<file path="src/rtl/pei_pkg.sv">
// Constants and types for the power event interrupt logic
package pei_pkg;
   localparam int NUM_CH = 4;
   localparam int NUM_PAIR = 2;
   // Command codes
   localparam logic [7:0] CMD_INT_MASK = 8'h01;
   localparam logic [7:0] CMD_PWR_EVT = 8'h02;
   localparam logic [7:0] CMD_PWR_EVT_COR = 8'h03;
   // Mask and status bit positions
   localparam int BIT_SUPPLY = 7;
   localparam int BIT_START = 6;
   localparam int BIT_OVERLOAD = 5;
   localparam int BIT_CLASS = 4;
   localparam int BIT_DETECT = 3;
   localparam int BIT_DISCONNECT = 2;
   localparam int BIT_PG_CHG = 1;
   localparam int BIT_PE_CHG = 0;
   // Reset values
   localparam logic [7:0] MASK_RESET = 8'h80;
   localparam logic [7:0] PWR_EVT_RESET = 8'h00;
   localparam logic [7:0] RDATA_RESET = 8'h00;

   // Power event register layout, good changes in the upper nibble
   typedef struct packed {
      logic [NUM_CH-1:0] pwr_good_change_flags;
      logic [NUM_CH-1:0] pwr_en_change_flags;
   } pei_pwr_evt_t;

   // One register command from the host link
   typedef struct packed {
      logic valid;
      logic write;
      logic [7:0] code;
      logic [7:0] wdata;
   } pei_cmd_t;

   // Per-channel status levels
   typedef struct packed {
      logic [NUM_CH-1:0] pwr_good;
      logic [NUM_CH-1:0] pwr_en;
   } pei_chan_stat_t;
endpackage

</file>
<file path="src/rtl/pei_power_event_irq.sv">
// Power event flags, interrupt mask and active-low interrupt generation
`timescale 1ns/100ps
`default_nettype none
module pei_power_event_irq (
   // Clock and reset
   input wire logic ref_clk_i,
   input wire logic reset_n_i,
   // Register command port
   input wire pei_pkg::pei_cmd_t cmd_i,
   output logic rd_valid_o,
   output logic [7:0] rd_data_o,
   // Channel status levels and port wiring
   input wire pei_pkg::pei_chan_stat_t chan_stat_i,
   input wire logic [pei_pkg::NUM_PAIR-1:0] four_pair_i,
   input wire logic [pei_pkg::NUM_PAIR-1:0] single_sig_i,
   // Other summary bits and global controls
   input wire logic [7:2] other_status_i,
   input wire logic global_irq_enable_i,
   input wire logic clear_all_i,
   // Status and interrupt
   output logic [7:0] irq_status_o,
   output logic [7:0] irq_mask_o,
   output logic irq_n_o
);
   import pei_pkg::*;

   // Command decode, shared by read and write paths
   function automatic logic cmd_hit(input pei_cmd_t c, input logic [7:0] code, input logic wr);
      cmd_hit = c.valid && (c.code == code) && (c.write == wr);
   endfunction

   // Reset copy
   logic [1:0] rst_sync_q;
   logic rst_n;
   // Register state
   logic [7:0] mask_q;
   pei_pwr_evt_t evt_q;
   pei_pwr_evt_t evt_set;
   // Change detection and single-signature pairing
   pei_chan_stat_t stat_q;
   logic [NUM_CH-1:0] pg_chg;
   logic [NUM_CH-1:0] pe_chg;
   logic [NUM_CH-1:0] pg_set;
   logic [NUM_CH-1:0] pg_pend_q;
   logic [NUM_CH-1:0] pg_pend_d;
   // Summary, clear and outputs
   logic [7:0] status;
   logic evt_clear;
   logic irq_n_q;
   logic rd_valid_q;
   logic [7:0] rd_data_q;

   // Reset release through two flops; assertion stays asynchronous
   always_ff @(posedge ref_clk_i or negedge reset_n_i) begin
      if (!reset_n_i) begin
         rst_sync_q <= 2'h0;
      end else begin
         rst_sync_q <= {rst_sync_q[0], 1'b1};
      end
   end
   assign rst_n = rst_sync_q[1];

   // Previous status levels for change detection
   always_ff @(posedge ref_clk_i or negedge rst_n) begin
      if (!rst_n) begin
         stat_q <= '0;
      end else begin
         stat_q <= chan_stat_i;
      end
   end
   assign pg_chg = chan_stat_i.pwr_good ^ stat_q.pwr_good;
   assign pe_chg = chan_stat_i.pwr_en ^ stat_q.pwr_en;

   // Per pair flag setting; channel 2p+1 and 2p share one four-pair port
   for (genvar p = 0; p < NUM_PAIR; p++) begin : g_pair
      logic joint;
      logic [1:0] pend_now;
      logic [1:0] good_set;
      logic [1:0] pend_next;
      assign joint = four_pair_i[p] && single_sig_i[p];
      assign pend_now = pg_pend_q[2*p+:2] | pg_chg[2*p+:2];
      // Hold the first channel's change so the host sees one interrupt
      always_comb begin
         if (joint) begin
            good_set = (&pend_now) ? 2'h3 : 2'h0;
            pend_next = (&pend_now) ? 2'h0 : pend_now;
         end else begin
            // Dropping the pending half here is why a wiring change forgets it
            good_set = pg_chg[2*p+:2];
            pend_next = 2'h0;
         end
      end
      // Each pair owns its own slice, so the drivers never overlap
      assign pg_set[2*p+:2] = good_set;
      assign pg_pend_d[2*p+:2] = pend_next;
   end

   // Enable changes always land per channel, any wiring
   assign evt_set = '{pwr_good_change_flags: pg_set, pwr_en_change_flags: pe_chg};

   // Pending good-change history for single-signature ports
   always_ff @(posedge ref_clk_i or negedge rst_n) begin
      if (!rst_n) begin
         pg_pend_q <= '0;
      end else begin
         pg_pend_q <= pg_pend_d;
      end
   end

   // Clear-on-read or global clear empties the flags
   assign evt_clear = cmd_hit(cmd_i, CMD_PWR_EVT_COR, 1'b0) || clear_all_i;

   // Event flags; a set in the clearing cycle survives the clear
   always_ff @(posedge ref_clk_i or negedge rst_n) begin
      if (!rst_n) begin
         evt_q <= PWR_EVT_RESET;
      end else begin
         evt_q <= (evt_clear ? PWR_EVT_RESET : evt_q) | evt_set;
      end
   end

   // Mask register, written by command 01h
   always_ff @(posedge ref_clk_i or negedge rst_n) begin
      if (!rst_n) begin
         mask_q <= MASK_RESET;
      end else if (cmd_hit(cmd_i, CMD_INT_MASK, 1'b1)) begin
         mask_q <= cmd_i.wdata;
      end
   end

   // Summary bits ignore the mask entirely
   always_comb begin
      status = {other_status_i, 2'h0};
      status[BIT_PE_CHG] = |evt_q.pwr_en_change_flags;
      status[BIT_PG_CHG] = |evt_q.pwr_good_change_flags;
   end

   // Registered interrupt keeps the pin glitch free at one cycle of latency
   always_ff @(posedge ref_clk_i or negedge rst_n) begin
      if (!rst_n) begin
         irq_n_q <= 1'b1;
      end else begin
         irq_n_q <= !(global_irq_enable_i && |(status & mask_q));
      end
   end

   // Read path; 02h and 03h return identical data
   always_ff @(posedge ref_clk_i or negedge rst_n) begin
      if (!rst_n) begin
         rd_valid_q <= 1'b0;
         rd_data_q <= RDATA_RESET;
      end else begin
         rd_valid_q <= cmd_i.valid && !cmd_i.write;
         if (cmd_hit(cmd_i, CMD_INT_MASK, 1'b0)) begin
            rd_data_q <= mask_q;
         end else if (cmd_hit(cmd_i, CMD_PWR_EVT, 1'b0) ||
                      cmd_hit(cmd_i, CMD_PWR_EVT_COR, 1'b0)) begin
            rd_data_q <= evt_q;
         end else if (cmd_i.valid && !cmd_i.write) begin
            rd_data_q <= RDATA_RESET; // Unknown codes read as zero
         end
      end
   end

   assign rd_valid_o = rd_valid_q;
   assign rd_data_o = rd_data_q;
   assign irq_status_o = status;
   assign irq_mask_o = mask_q;
   assign irq_n_o = irq_n_q;

   for (genvar c = 0; c < NUM_CH; c++) begin : g_chan_chk

   end
endmodule
`default_nettype wire

</file>
<file path="config.mk">
export PLATFORM = sky130hd
export DESIGN_NAME = pei_power_event_irq
export DESIGN_NICKNAME = d
export VERILOG_FILES = /design/src/rtl/pei_pkg.sv /design/src/rtl/pei_power_event_irq.sv
export SDC_FILE = /design/constraint.sdc
export NUM_CORES = 1
export LEC_CHECK = 0
export BUFFER_PORTS_ARGS = -buffer_cell sky130_fd_sc_hd__buf_2
export CORE_MARGIN = 8
export CORE_UTILIZATION = 51
export DETAILED_ROUTE_END_ITERATION = 7
export PLACE_DENSITY = 0.85
export SYNTH_ARGS = -nofsm -noshare
export SYNTH_HDL_FRONTEND = slang
export SYNTH_SLANG_ARGS = --single-unit
</file>
<file path="constraint.sdc">
create_clock -name ref_clk_i -period 3.2 [get_ports ref_clk_i]
set_input_delay 0.32 -clock ref_clk_i [delete_from_list [all_inputs] [get_ports ref_clk_i]]
set_output_delay 0.32 -clock ref_clk_i [all_outputs]
set_load 0.03 [all_outputs]
</file>
==> metrics.md <==
| Metric | Value |
|---|---|
| Status | completed |
| CTS buffer count | 5 |
| Final period utilization | 58.7% |
| Number of max-cap violations | 0 |
| Setup TNS | 0 ps |
| Final setup viols | 0 |
| Cell area after layout | 0.00210 mm^2 |
| Worst hold path class | in -> reg |
| Final Hold Fails | 0 |
| Reg-to-reg endpoint | irq_n_o |
| Clk root buf | clkbuf_4 |
| Hold worst-path end | stat_q[0] |
| Row cnt | 21 |
| Worst EP required | 2880 ps |
| Unrepaired setup endpoints after global routing | false |
| Core area | 0.00326 mm^2 |
| WP data arrival | 1560 ps |
| Initial antenna violation count | 0 |
| PortBufs | 65 |
| Yosys Warn Count | 0 |
| Post-Syn Area per Cell | 12.8 um^2 |
| Synth Net Count | 171 |
| Tightest Pin Transition | 665 ps |
| Routed WL per cell | 15.7 um |
| Setup CP Type | reg -> out |
| HP Start | chan_stat_i[0] |
| Area delta synth->final | 24.9% |
| Share of cells above drive strength 1 | 44.4% |
| H-tree depth | 2 |
| Via density | 5.40 |
| Ys async rst share | 100% |
| Clk sinks | 40 |
| Drt total wl | 3.80 mm |
| Post-Syn Instances | 131 |
| TritonRoute pass-1 iters | 5 |
| CTS tree | done |
| Peak supply drop | 0.000311 V |
| Post-synthesis sequential area ratio | 59.6% |
| 1st-iter DRT viols | 116 |
| Clock period minus worst slack | 1880 ps |
| Leakage | 1.05 nW |
| Relative slew slack | 55.7% |
| CTS clock-pin slew for the worst setup and hold paths | 120 ps |
| Post-synth cell types | 28 |
| Total Die Area | 0.00539 mm^2 |
| Highest-count cells in the layout ignoring fill and taps | buf_2 (65), dfrtp_1 (38), nand2_1 (11), a22oi_1 (11) |
| Vias in the first global route | 1413 |
| Max FO, Critical Path | 3 |
| Die Y | 73.4 um |
| WHS Path Cells | 1 |
| Final nets | 235 |
| Reg2reg start | evt_q[6] |
| Mapped Area | 0.00168 mm^2 |
| Seq cells post-synth | 40 |
| Reg-to-reg slack, setup | 1760 ps |
| DP HPWL | 3.17 mm |
| First-pass GRT wire length | 6.33 mm |
| Synth Flop Type | dfrtp_1 |
| CTS max path bufs | 2 |
| Commonest non-fill, non-tap cell in the layout | buf_2 |
| Antenna viol nets, final | 0 |
| Critical path startpoint category | flip-flop |
| Worst-Skew Late Latency | 340 ps |
| Grt total ovfl | 0 |
| I/O pin cnt | 66 |
| Fmax | 0.532 GHz |
| Clock Skews | 9.39 ps |
| GP Congestion | 0.809 |
| DR DRC count | 0 |
| Post-cts resize count | 0 |
| Die Span X | 73.4 um |
| Power density cells | 476 mW/mm^2 |
| Pin count of the biggest net entering global routing | 23 |
| DP Area | 0.00201 mm^2 |
| EDFF count, synth | 0 |
| Final Max Slew Viols | 0 |
| R2R depth | 3 |
| Crit. End Element | output port |
| Antenna cell count | 0 |
| Total number of vias | 1308 |
| Initial Utilization | 51.7% |
| GRT Resource Usage Total | 15.1% |
==> routing by layer <==
layer | track usage [%] | vias to the layer above | wire length, um
li1 | - | 608 | -
met1 | 15.2 | 650 | 1360
met5 | 0 | - | 0
met2 | 27.4 | 42 | 2130
met4 | 8.43 | 0 | 90
met3 | 4.23 | 8 | 223
==> kinds of logic (layout without fill, tap and decap cells) <==
| kind of cell | count (synthesis) | after routing | share of synthesized area (%) |
|---|---|---|---|
| DFF | 40 | 40 | 59.6 |
| AOI/OAI and AO/OA | 38 | 38 | 17.4 |
| and+or+nand+nor | 25 | 25 | 9.37 |
| buffers and inverters | 11 | 76 | 3.87 |
| xor gates and xnor gates | 8 | 8 | 4.16 |
| muxes | 8 | 8 | 5.35 |
| other | 1 | 1 | 0.223 |
==> per-stage QoR <==
stage | hold WS [ps] | std cells | worst slack, ps | utilization, % | power (W)
final | 105 | 242 | 1320 | 64.5 | 0.00100
after detailed placement | 109 | 233 | 1670 | 61.8 | 0.000690
after floorplan | 24.4 | 131 | 1670 | - | 0.000636
after global placement | 105 | 233 | 1710 | 61.8 | 0.000683
after CTS | 93.8 | 242 | 1320 | 64.5 | 0.00101
after global routing | 74.5 | 242 | 1270 | 64.5 | 0.00105
==> worst max-delay path, stage by stage, from the launching register on <==
cell and delay [ps]:
dfrtp_1 420, or4_1 590, buf_2 210
==> synth_stat cells (2+ instances only) <==
cell type,n,area (um^2)
a21o_1,4,30.0
a22oi_1,11,82.6
a31oi_1,4,25.0
and3b_1,2,17.5
buf_4,6,45.0
clkbuf_1,3,11.3
dfrtp_1,38,951
dfstp_2,2,52.6
mux2_2,8,90.1
nand2_1,11,41.3
nor3_1,4,20.0
o21a_1,4,30.0
o2bb2ai_1,4,35.0
o31ai_1,8,60.1
or4_1,2,15.0
xor2_1,8,70.1
==> area by class of cell <==
cell class              count  area, um^2
clock buffers               5        37.5
clock inverters             3        42.5
fillers                   269        1160
inverters                   1        3.75
multi-input cells          80         614
flip-flops and latches     40        1000
well taps                  46        57.6
repair buffers             67         343
==> sequential cells by signal, indices dropped and copies added, names as in the netlist <==
| name | count |
|---|---|
| rst_sync_q | 2 |
| evt_q | 8 |
| stat_q | 8 |
| irq_mask_o | 8 |
| pg_pend_q | 4 |
| irq_n_o | 1 |
| rd_data_o | 8 |
| rd_valid_o | 1 |
==> where the power goes <==
group | switching [W] | leakage (nW) | total [W] | internal (W)
registers | 0.0000225 | 0.501 | 0.000555 | 0.000532
clock network | 0.000158 | 0.0412 | 0.000321 | 0.000163
logic | 0.0000733 | 0.510 | 0.000125 | 0.0000521
==> repair_timing <==
| item | in CTS | in global routing |
|---|---|---|
| setup buffers | 0 | 0 |
| hold buffers | 1 | 0 |
| endpoints found under the hold margin | 2 | 0 |
| setup endpoints to repair | 0 | 0 |
==> worst max-delay path by stage <==
stage	start	end	slack, ps	cells past startpoint
2_1_floorplan	evt_q[6]	irq_n_o	1670	3
3_3_place_gp	cmd_i[13]	irq_mask_o[2]	1710	4
3_5_place_dp	cmd_i[13]	evt_q[0]	1670	4
4_1_cts	evt_q[1]	irq_status_o[0]	1320	2
5_1_grt	evt_q[1]	irq_status_o[0]	1270	2
6_report	evt_q[1]	irq_status_o[0]	1320	2
Power figures use the tool's default switching activity.
